## src/ahbmr_pkg.sv

```systemverilog
`default_nettype none
package ahbmr_pkg;

  // ----------------------------------------------------------------
  // Bus widths
  // ----------------------------------------------------------------
  localparam int unsigned ADDR_W = 32;
  localparam int unsigned DATA_W = 32;

  // ----------------------------------------------------------------
  // Transfer type, size and response codes
  // ----------------------------------------------------------------
  localparam logic [1:0] TRANS_IDLE   = 2'h0;
  localparam logic [1:0] TRANS_NONSEQ = 2'h2;
  localparam logic [2:0] SIZE_BYTE    = 3'h0;
  localparam logic [2:0] SIZE_HALF    = 3'h1;
  localparam logic [2:0] SIZE_WORD    = 3'h2;
  localparam logic [1:0] RESP_OKAY    = 2'h0;
  localparam logic [1:0] RESP_ERROR   = 2'h1;
  localparam logic [1:0] RESP_RETRY   = 2'h2;
  localparam logic [1:0] RESP_SPLIT   = 2'h3;

  // ----------------------------------------------------------------
  // Protection bus field positions
  // ----------------------------------------------------------------
  localparam int unsigned PROT_DATA_BIT  = 0;
  localparam int unsigned PROT_PRIV_BIT  = 1;
  localparam int unsigned PROT_BUF_BIT   = 2;
  localparam int unsigned PROT_CACHE_BIT = 3;

  // ----------------------------------------------------------------
  // Wait state limit and values after reset
  // ----------------------------------------------------------------
  localparam int unsigned MAX_WAITS = 16;
  localparam int unsigned WAIT_W    = 5;
  localparam logic [31:0] RST_WORD  = 32'h0000_0000;
  localparam logic [3:0]  RST_PROT  = 4'h0;
  localparam logic [2:0]  RST_SIZE  = 3'h0;

  // ----------------------------------------------------------------
  // State types
  // ----------------------------------------------------------------
  typedef enum logic [1:0] {M_IDLE, M_ADDR, M_DATA} ahbmr_mst_state_t;
  typedef enum logic [1:0] {S_FREE, S_WAIT, S_RESP1} ahbmr_slv_state_t;

  // Size is one the master may generate
  function automatic logic size_ok(input logic [2:0] size);
    size_ok = (size == SIZE_BYTE) || (size == SIZE_HALF) ||
              (size == SIZE_WORD);
  endfunction : size_ok

  // Address sits on a boundary of the transfer size
  function automatic logic is_aligned(input logic [2:0]  size,
                                      input logic [31:0] addr);
    is_aligned = (size == SIZE_WORD) ? (addr[1:0] == 2'h0) :
                 (size == SIZE_HALF) ? (addr[0] == 1'b0) : 1'b1;
  endfunction : is_aligned

  // Copies the low byte or halfword into every lane
  function automatic logic [31:0] replicate(input logic [2:0]  size,
                                            input logic [31:0] data);
    replicate = (size == SIZE_BYTE) ? {4{data[7:0]}} :
                (size == SIZE_HALF) ? {2{data[15:0]}} : data;
  endfunction : replicate

endpackage : ahbmr_pkg
`default_nettype wire

```

## src/ahbmr_bus_if.sv

```systemverilog
`timescale 1ns/10ps
`default_nettype none
interface ahbmr_bus_if;

  // ----------------------------------------------------------------
  // Address, control and data signals
  // ----------------------------------------------------------------
  logic [1:0]  htrans;
  logic [31:0] haddr;
  logic        hwrite;
  logic [2:0]  hsize;
  logic [3:0]  hprot;
  logic [31:0] hwdata;
  logic [31:0] hrdata;
  logic        hready;
  logic [1:0]  hresp;

  // Master end
  modport mst (
    output htrans, haddr, hwrite, hsize, hprot, hwdata,
    input  hrdata, hready, hresp
  );

  // Slave end
  modport slv (
    input  htrans, haddr, hwrite, hsize, hprot, hwdata,
    output hrdata, hready, hresp
  );

endinterface : ahbmr_bus_if
`default_nettype wire

```

## src/ahbmr_master.sv

```systemverilog
`timescale 1ns/10ps
`default_nettype none
// Function
// Protection bit zero marks data, not fetch
// Protection bit one marks privileged access
// Bits two, three mark bufferable and cachable
// Slaves avoid depending on protection bits
// A started transfer is never cancelled
// Every accessed slave answers with code, ready
// Transfer completes only when ready high
// Slave wait states bounded, at most sixteen
// Okay with ready is success, also waits
// Error is two cycles, transfer failed
// Retry is two cycles, reissue until done
// Split is two cycles, reissue when granted; this master has no grant and reissues at once, as for retry
// Separate read and write buses, no tristate
// Write data held stable through waits
// Transfers aligned to their own size
// Narrow write data replicated on all lanes
// Everything on rising edge of clock
// Only byte, halfword and word sizes
// Error reported to core as abort
module ahbmr_master (
  // Clock and reset
  input  wire logic        clk_sys,
  input  wire logic        rst,
  // Bus side
  ahbmr_bus_if.mst         bus,
  // Request from the core
  input  wire logic        req_valid,
  input  wire logic        req_write,
  input  wire logic        req_fetch,
  input  wire logic        req_priv,
  input  wire logic        req_buf,
  input  wire logic        req_cache,
  input  wire logic [2:0]  req_size,
  input  wire logic [31:0] req_addr,
  input  wire logic [31:0] req_wdata,
  output logic             req_ready,
  // Answer to the core
  output logic             rsp_done,
  output logic             rsp_abort,
  output logic             rsp_misalign,
  output logic [31:0]      rsp_rdata,
  output logic             rsp_busy
);

  // ----------------------------------------------------------------
  // State
  // ----------------------------------------------------------------
  ahbmr_pkg::ahbmr_mst_state_t state;
  ahbmr_pkg::ahbmr_mst_state_t next_state;
  logic [31:0] wdata_hold, next_wdata_hold;
  logic [1:0]  next_htrans;
  logic [31:0] next_haddr;
  logic        next_hwrite;
  logic [2:0]  next_hsize;
  logic [3:0]  next_hprot;
  logic [31:0] next_hwdata;
  logic        next_req_ready;
  logic        next_rsp_done;
  logic        next_rsp_abort;
  logic        next_rsp_misalign;
  logic [31:0] next_rsp_rdata;
  logic        next_rsp_busy;
  logic        take;
  logic        legal;
  logic [3:0]  prot_word;

  // ----------------------------------------------------------------
  // Request decode
  // ----------------------------------------------------------------

  // Request taken when idle and offered
  assign take = req_valid && req_ready;

  // Alignment checked
  // Size checked
  assign legal = ahbmr_pkg::size_ok(req_size) &&
                 ahbmr_pkg::is_aligned(req_size, req_addr);

  // Protection attributes packed per access
  always_comb begin
    prot_word = ahbmr_pkg::RST_PROT;
    // Data not fetch
    prot_word[ahbmr_pkg::PROT_DATA_BIT]  = ~req_fetch;
    // Privileged mode
    prot_word[ahbmr_pkg::PROT_PRIV_BIT]  = req_priv;
    // Buffer and cache
    prot_word[ahbmr_pkg::PROT_BUF_BIT]   = req_buf;
    prot_word[ahbmr_pkg::PROT_CACHE_BIT] = req_cache;
  end

  // ----------------------------------------------------------------
  // Transfer sequencing
  // ----------------------------------------------------------------

  // Next values for bus and core answer
  always_comb begin
    next_state        = state;
    next_wdata_hold   = wdata_hold;
    next_htrans       = bus.htrans;
    next_haddr        = bus.haddr;
    next_hwrite       = bus.hwrite;
    next_hsize        = bus.hsize;
    next_hprot        = bus.hprot;
    next_hwdata       = bus.hwdata;
    next_rsp_done     = 1'b0;
    next_rsp_abort    = 1'b0;
    next_rsp_misalign = 1'b0;
    next_rsp_rdata    = rsp_rdata;
    case (state)
      ahbmr_pkg::M_IDLE: begin
        if (take) begin
          if (!legal) begin
            // Refused without any bus activity
            next_rsp_misalign = 1'b1;
          end else begin
            next_htrans     = ahbmr_pkg::TRANS_NONSEQ;
            next_haddr      = req_addr;
            next_hwrite     = req_write;
            next_hsize      = req_size;
            next_hprot      = prot_word;
            // Lanes replicated
            next_wdata_hold = ahbmr_pkg::replicate(req_size, req_wdata);
            next_state      = ahbmr_pkg::M_ADDR;
          end
        end
      end
      ahbmr_pkg::M_ADDR: begin
        // Address phase ends on a ready edge
        if (bus.hready) begin
          next_htrans = ahbmr_pkg::TRANS_IDLE;
          if (bus.hwrite) begin
            next_hwdata = wdata_hold;
          end
          next_state = ahbmr_pkg::M_DATA;
        end
      end
      ahbmr_pkg::M_DATA: begin
        // No cancel, slave decides
        // Complete only on ready
        // Write data held meanwhile
        if (bus.hready) begin
          case (bus.hresp)
            ahbmr_pkg::RESP_OKAY: begin
              // Okay completes
              next_rsp_done = 1'b1;
              if (!bus.hwrite) begin
                next_rsp_rdata = bus.hrdata;
              end
              next_state = ahbmr_pkg::M_IDLE;
            end
            ahbmr_pkg::RESP_ERROR: begin
              // Error ends transfer
              // Abort, data discarded
              next_rsp_done  = 1'b1;
              next_rsp_abort = 1'b1;
              next_rsp_rdata = ahbmr_pkg::RST_WORD;
              next_state     = ahbmr_pkg::M_IDLE;
            end
            default: begin
              // Retry reissued
              // Split reissued
              next_htrans = ahbmr_pkg::TRANS_NONSEQ;
              next_state  = ahbmr_pkg::M_ADDR;
            end
          endcase
        end
      end
      default: begin
        next_state  = ahbmr_pkg::M_IDLE;
        next_htrans = ahbmr_pkg::TRANS_IDLE;
      end
    endcase
    // Ready and busy follow the state being entered
    next_req_ready = (next_state == ahbmr_pkg::M_IDLE);
    next_rsp_busy  = (next_state != ahbmr_pkg::M_IDLE);
  end

  // ----------------------------------------------------------------
  // Registers
  // ----------------------------------------------------------------

  // Separate write bus, always driven
  always_ff @(posedge clk_sys) begin
    if (rst) begin
      state        <= ahbmr_pkg::M_IDLE;
      wdata_hold   <= ahbmr_pkg::RST_WORD;
      bus.htrans   <= ahbmr_pkg::TRANS_IDLE;
      bus.haddr    <= ahbmr_pkg::RST_WORD;
      bus.hwrite   <= 1'b0;
      bus.hsize    <= ahbmr_pkg::RST_SIZE;
      bus.hprot    <= ahbmr_pkg::RST_PROT;
      bus.hwdata   <= ahbmr_pkg::RST_WORD;
      req_ready    <= 1'b0;
      rsp_done     <= 1'b0;
      rsp_abort    <= 1'b0;
      rsp_misalign <= 1'b0;
      rsp_rdata    <= ahbmr_pkg::RST_WORD;
      rsp_busy     <= 1'b0;
    end else begin
      state        <= next_state;
      wdata_hold   <= next_wdata_hold;
      bus.htrans   <= next_htrans;
      bus.haddr    <= next_haddr;
      bus.hwrite   <= next_hwrite;
      bus.hsize    <= next_hsize;
      bus.hprot    <= next_hprot;
      bus.hwdata   <= next_hwdata;
      req_ready    <= next_req_ready;
      rsp_done     <= next_rsp_done;
      rsp_abort    <= next_rsp_abort;
      rsp_misalign <= next_rsp_misalign;
      rsp_rdata    <= next_rsp_rdata;
      rsp_busy     <= next_rsp_busy;
    end
  end

endmodule : ahbmr_master
`default_nettype wire

```

## src/flat_wrapper.sv

```systemverilog
// flat-port wrapper written by rule: the top's interface ports become plain ports
module ahbmr_master_flat 
  (clk_sys, rst, req_valid, req_write, req_fetch, req_priv, req_buf, req_cache, req_size, req_addr, req_wdata, req_ready, rsp_done, rsp_abort, rsp_misalign, rsp_rdata, rsp_busy, bus_htrans, bus_haddr, bus_hwrite, bus_hsize, bus_hprot, bus_hwdata, bus_hrdata, bus_hready, bus_hresp);
  ahbmr_bus_if bus_i ();
  input  wire logic clk_sys;
  input  wire logic rst;
  input  wire logic req_valid;
  input  wire logic req_write;
  input  wire logic req_fetch;
  input  wire logic req_priv;
  input  wire logic req_buf;
  input  wire logic req_cache;
  input  wire logic [2:0] req_size;
  input  wire logic [31:0] req_addr;
  input  wire logic [31:0] req_wdata;
  output logic req_ready;
  output logic rsp_done;
  output logic rsp_abort;
  output logic rsp_misalign;
  output logic [31:0] rsp_rdata;
  output logic rsp_busy;
  output wire logic [$bits(bus_i.htrans)-1:0] bus_htrans;
  output wire logic [$bits(bus_i.haddr)-1:0] bus_haddr;
  output wire logic [$bits(bus_i.hwrite)-1:0] bus_hwrite;
  output wire logic [$bits(bus_i.hsize)-1:0] bus_hsize;
  output wire logic [$bits(bus_i.hprot)-1:0] bus_hprot;
  output wire logic [$bits(bus_i.hwdata)-1:0] bus_hwdata;
  input wire logic [$bits(bus_i.hrdata)-1:0] bus_hrdata;
  input wire logic [$bits(bus_i.hready)-1:0] bus_hready;
  input wire logic [$bits(bus_i.hresp)-1:0] bus_hresp;
  assign bus_htrans = bus_i.htrans;
  assign bus_haddr = bus_i.haddr;
  assign bus_hwrite = bus_i.hwrite;
  assign bus_hsize = bus_i.hsize;
  assign bus_hprot = bus_i.hprot;
  assign bus_hwdata = bus_i.hwdata;
  assign bus_i.hrdata = bus_hrdata;
  assign bus_i.hready = bus_hready;
  assign bus_i.hresp = bus_hresp;
  ahbmr_master u_core (.clk_sys(clk_sys), .rst(rst), .bus(bus_i), .req_valid(req_valid), .req_write(req_write), .req_fetch(req_fetch), .req_priv(req_priv), .req_buf(req_buf), .req_cache(req_cache), .req_size(req_size), .req_addr(req_addr), .req_wdata(req_wdata), .req_ready(req_ready), .rsp_done(rsp_done), .rsp_abort(rsp_abort), .rsp_misalign(rsp_misalign), .rsp_rdata(rsp_rdata), .rsp_busy(rsp_busy));
endmodule
```

## config.mk

```make
export PLATFORM = sky130hd
export DESIGN_NAME = ahbmr_master_flat
export DESIGN_NICKNAME = d
export VERILOG_FILES = /design/src/ahbmr_pkg.sv /design/src/ahbmr_bus_if.sv /design/src/ahbmr_master.sv /design/src/flat_wrapper.sv
export SDC_FILE = /design/constraint.sdc
export NUM_CORES = 1
export LEC_CHECK = 0
export ABC_AREA = 1
export BUFFER_PORTS_ARGS = -buffer_cell sky130_fd_sc_hd__buf_2
export CORE_MARGIN = 10
export CORE_UTILIZATION = 51
export CTS_BUF_LIST = sky130_fd_sc_hd__clkbuf_4 sky130_fd_sc_hd__clkbuf_8
export DETAILED_ROUTE_END_ITERATION = 12
export GPL_ROUTABILITY_DRIVEN = 0
export PLACE_DENSITY_LB_ADDON = 0.12
export SKIP_LAST_GASP = 1
export SLEW_MARGIN = 10
export SYNTH_ARGS = -nofsm -noshare
export SYNTH_HDL_FRONTEND = slang
export SYNTH_SLANG_ARGS = --single-unit
```

## constraint.sdc

```tcl
create_clock -name clk_sys -period 1.4 [get_ports clk_sys]
set_input_delay 0.14 -clock clk_sys [delete_from_list [all_inputs] [get_ports clk_sys]]
set_output_delay 0.14 -clock clk_sys [all_outputs]
set_load 0.01 [all_outputs]
```

# Word-level counts from Yosys, hierarchy flattened
# Index checks and enable logic that the tools add are counted.
[totals]
reg_bits = 145
inputBits = 110
elab_cells = 70
out_inout_bits = 111
[classes]
eq_ne = 11
mux = 21
n_bitwise = 6
reduce_logical = 18
[op_table]
columns = ["op", "count"]
rows = [
  ["2-to-1 mux 32 bit", 3],
  ["one-hot mux 32 bit (2 select lines)", 1],
  ["2-to-1 mux 2 bit", 9],
  ["one-hot mux 2 bit (3 select lines)", 2],
  ["zero test 2 bit", 4],
  ["!= test 2 bit, second input constant", 4],
  ["2-to-1 mux 1 bit", 6],
  ["inverter 1 bit", 6],
  ["AND reduction 3 bit", 2],
  ["OR reduction 3 bit", 2],
  ["AND reduction 5 bit", 1],
  ["equality test 2 x 1 -> 1 bit, second input constant", 2],
  ["!= test 2 x 1 -> 1 bit, second input constant", 2],
  ["AND reduction 4 bit", 1],
  ["nonzero test 2 bit", 2],
  ["equality test 3 x 1 -> 1 bit, second input constant", 1],
  ["equality test 3 x 2 -> 1 bit, second input constant", 1],
  ["zero test 3 bit", 1],
  ["equality test 2 bit, second input constant", 1],
  ["logical AND 1 bit", 2],
  ["logical OR 1 bit", 2],
  ["OR reduction 2 bit", 1],
]

# Depth between registers and ports, before layout
[depth]
depth_word = 8
mapped_depth = 9
mapped_depth_nobuf = 8

# Least setup slack after synthesis
# Ideal clock, no wire load.
[synth_path]
kind = "reg-to-reg"
startpoint = "register u_core.state[1]"
endpoint = "register u_core.wdata_hold[10]"
path_slack_ns = 0.148
path_stages_with_launch = 7
required_ns = 1.287
path_buffers = 2
setup_ns = 0.113
t_arrival_ns = 1.140
synth_period_minus_slack_ns = 1.252
cell_sequence = "dfxtp_1 > nor2_1 > nand3_2 > buf_4 > buf_4 > nor2_1 > nor2_1"
[synth_via]
elab_chain_len = 2
[synth_rtl]
columns = ["element", "line", "rtl"]
rows = [
  ["start: declaration", "ahbmr_master.sv:51", "ahbmr_pkg::ahbmr_mst_state_t state;"],
  ["start signal: assignment", "ahbmr_master.sv:188", "state <= ahbmr_pkg::M_IDLE;"],
  ["start signal: assignment", "ahbmr_master.sv:203", "state <= next_state;"],
  ["zero test 2 bit", "ahbmr_master.sv:112", "case (state)"],
  ["AND reduction 3 bit (no line)", "--", ""],
  ["end signal: assignment", "ahbmr_master.sv:189", "wdata_hold <= ahbmr_pkg::RST_WORD;"],
  ["end signal: assignment", "ahbmr_master.sv:204", "wdata_hold <= next_wdata_hold;"],
  ["end: declaration", "ahbmr_master.sv:53", "logic [31:0] wdata_hold, next_wdata_hold;"],
]
# Every way passes these cells.
# A chain may end at the register's enable or synchronous reset.

# Final worst setup path
[layout_path]
startpoint = "input port req_addr[1]"
endpoint = "register u_core.bus.hprot[2]"
[layout_via]
elab_chain_len = 4
[layout_rtl]
columns = ["element", "line", "rtl"]
rows = [
  ["start: declaration", "flat_wrapper.sv:14", "input wire logic [31:0] req_addr;"],
  ["zero test 2 bit", "ahbmr_pkg.sv:55", "is_aligned = (size == SIZE_WORD) ? (addr[1:0] == 2'h0) :"],
  ["2-to-1 mux 1 bit", "ahbmr_pkg.sv:55", ""],
  ["logical AND 1 bit", "ahbmr_master.sv:79", "assign legal = ahbmr_pkg::size_ok(req_size) &&"],
  ["AND reduction 3 bit (no line)", "--", ""],
  ["end signal: assignment", "ahbmr_master.sv:194", "bus.hprot <= ahbmr_pkg::RST_PROT;"],
  ["end signal: assignment", "ahbmr_master.sv:209", "bus.hprot <= next_hprot;"],
  ["end: declaration", "ahbmr_bus_if.sv:20", "output htrans, haddr, hwrite, hsize, hprot, hwdata,"],
]
# Every way passes these cells.

==> impl_metrics.toml <==
[run_status]
outcome = "complete, no violations"

[worst_setup_path]
cp_top_family = "buffers and inverters"
critical_path_required_ns = 1.73
critical_path.cell_chain = "dlygate4sd3_1 -> nor2_2 -> o21ai_2 -> nand2_2 -> nand3_4 -> buf_12 -> buf_6 -> nand2_1 -> nand2_1 -> nor2_1"
max_stage_delay_ns = 0.58
crit_type = "input pin to register"
cp_slowest_cell = "dlygate4sd3_1"
path_buf_inv = 3
cpMostUsedCell = "nand2_1"
crit_path_end_kind = "register"
worstPathArrival_ns = 1.69
cp_max_fo = 17
start_kind = "input pin"

[clocking]
h-tree-depth = 4
cts_root_buf = "clkbuf_8"
cts.sinks = 144
ctsLongestPathBuffers = 2
cts_tree = "done"
clock_latency_ns = 0.43
cts.reportedPaths.clkPinSlew_ns = 0.07
cts_buffers = 17

[place]
port-buffer-count = 219
dp.cells = 1229
dp_hpwl_um = 11900

[sta]
clock.fmax_mhz = 731
hold_ws_ns = 0.0337
final.period_utilization_pct = 97.7
fin_skew_ns = 0.00866
hold_violations = 0
maxSlewViolCount = 0
min_period_ns = 1.37
setup_viol = 0

[floorplan]
pin_count = 221
dieArea_um2 = 16300
initial_utilization_pct = 52.0
fp.dieW_um = 128
die_h_um = 128
core_region_area_um2 = 11400
num_rows = 39

[final_layout]
area.growth.synth_to_final_pct = 46.2
fin_nets = 1302
mostFrequentLayoutCell = "nand2_1"
layout_common_cells = "nand2_1 (256), buf_2 (217), nor2_1 (146)"
drive_above_1_share_pct = 25.3
stdcell_count = 1351
postLayoutCoreUtil_pct = 75.9
fillerInstances = 922

[global_route]
grt_max_degree = 64
first_global_vias = 6033
grt_overflow = 0
grt_usage_pct = 22.0
grt_pass1_wl_um = 29600
antenna_found_initial = 3

[routing]
vias_per_cell = 4.71
wire_per_inst_um = 14.1
ant_nets = 0
drc = 0
dr.pass1.iters = 5
totalWireLength_um = 19000
drt_iter0_drc = 402
via_count = 6359

[yosys]
seq_area_frac_synth_pct = 48.6
ys_types = 20
syn-num-nets = 996
synth_area_um2 = 5930
synth.avg_cell_area_um2 = 6.70
yosysTopAreaCell = "dfxtp_1"
synth_area_leaders = "dfxtp_1 (49%), nand2_1 (16%), nor2_1 (9.6%)"
synth_top_area_share_pct = 48.6
yosys_warnings = 0
synth_cells = 886
ys_ff_latch = 144

[power]
power.total_uw = 8130
powerDensity_nw_per_um2 = 938
p_leak_uw = 0.00465
ir_drop_uv = 755

[job]
drv_cap = 0

[hold_path]
hold_path_class = "input pin to register"
[state kept, by name, summed over array words and instances (netlist names), 2 cells and up]
signal and count:
u_core.bus.hprot 4, u_core.rsp_rdata 32, u_core.state 2, u_core.bus.hwdata 32, u_core.bus.hsize 3, u_core.wdata_hold 32, u_core.bus.haddr 32
[cell families after synthesis]
group           after synthesis  synth area share (%)
simple gates                464                  30.6
buf+inv                     175                  12.1
flops                       144                  48.6
compound gates              102                  8.65
other cells                   1                0.0632
[metal layers]
layer | vias up | wire [µm] | GRT usage, %
met2 | 233 | 9320 | 35.4
met4 | 2 | 384 | 8.68
met3 | 34 | 1770 | 8.64
met1 | 2806 | 7510 | 25.7
met5 | - | 13 | 0
li1 | 3284 | - | -
[metrics by stage]
stage | area (µm²) | worst slack, ns | setup TNS (ns)
2_1_floorplan | 5930 | 0.148 | 0
4_1_cts | 8440 | 0.00868 | 0
6_report | 8670 | 0.0323 | 0
3_3_place_gp | 7290 | 0.0769 | 0
3_5_place_dp | 7290 | 0.0406 | 0
5_1_grt | 8670 | -0.0157 | -0.0341
[path summary, 6_finish.rpt]
kind	startpoint	endpoint	slack (ns)	cells past startpoint
worst max-delay path	req_addr[1]	u_core.bus.hprot[2]$_SDFFE_PP0P_	0.03	10
worst min-delay path	req_wdata[1]	u_core.wdata_hold[1]$_SDFFE_PP0P_	0.03	3
worst max register to register	u_core.state[1]$_SDFF_PP0_	u_core.bus.hwdata[10]$_SDFFE_PP0P_	0.09	6
worst min register to register	u_core.bus.hwdata[17]$_SDFFE_PP0P_	u_core.bus.hwdata[17]$_SDFFE_PP0P_	0.44	2
[cell usage after synthesis]
cell and count:
buf_1 2, nor3_1 3, clkbuf_1 24, nand2_2 1, o21bai_1 1, o21ai_1 1, a21oi_1 66, inv_1 125
nand3_2 1, nand4_1 1, nand2_1 259, buf_4 12, clkinv_1 1, nor2_1 152, nand3_1 46, o21ai_0 34
or2_2 1, conb_1 1, buf_2 11, dfxtp_1 144
[cell type report]
class	count	area, µm²	area share [%]
clock inverters	6	32.5	0.375
repair buffers	336	2400	27.7
flip-flops and latches	144	2880	33.2
clock buffers	26	320	3.69
diodes	3	7.51	0.0866
inverters	126	473	5.45
multi-input cells	567	2380	27.4
well taps	143	179	2.06
[timing repair]
item                                    4_1_cts  5_1_grt
hold endpoints to repair                     80        0
gates resized for setup                       0       24
setup buffers                                 0        4
endpoints found under the setup margin        0      106
hold buffers                                 80        0
[power by group]
| group | internal [µW] | total, µW | switching (µW) | leakage, µW |
|---|---|---|---|---|
| combinational | 480 | 982 | 502 | 0.00330 |
| clock | 1470 | 2930 | 1450 | 0.000191 |
| sequential | 4180 | 4220 | 41.4 | 0.00116 |
| total | 6130 | 8130 | 2000 | 0.00465 |
[worst min-delay path, stage by stage]
cell    delay (ns)
buf_2         0.12
nor2_1        0.06
nor2_1        0.10
(Power assumes the default switching activity.)
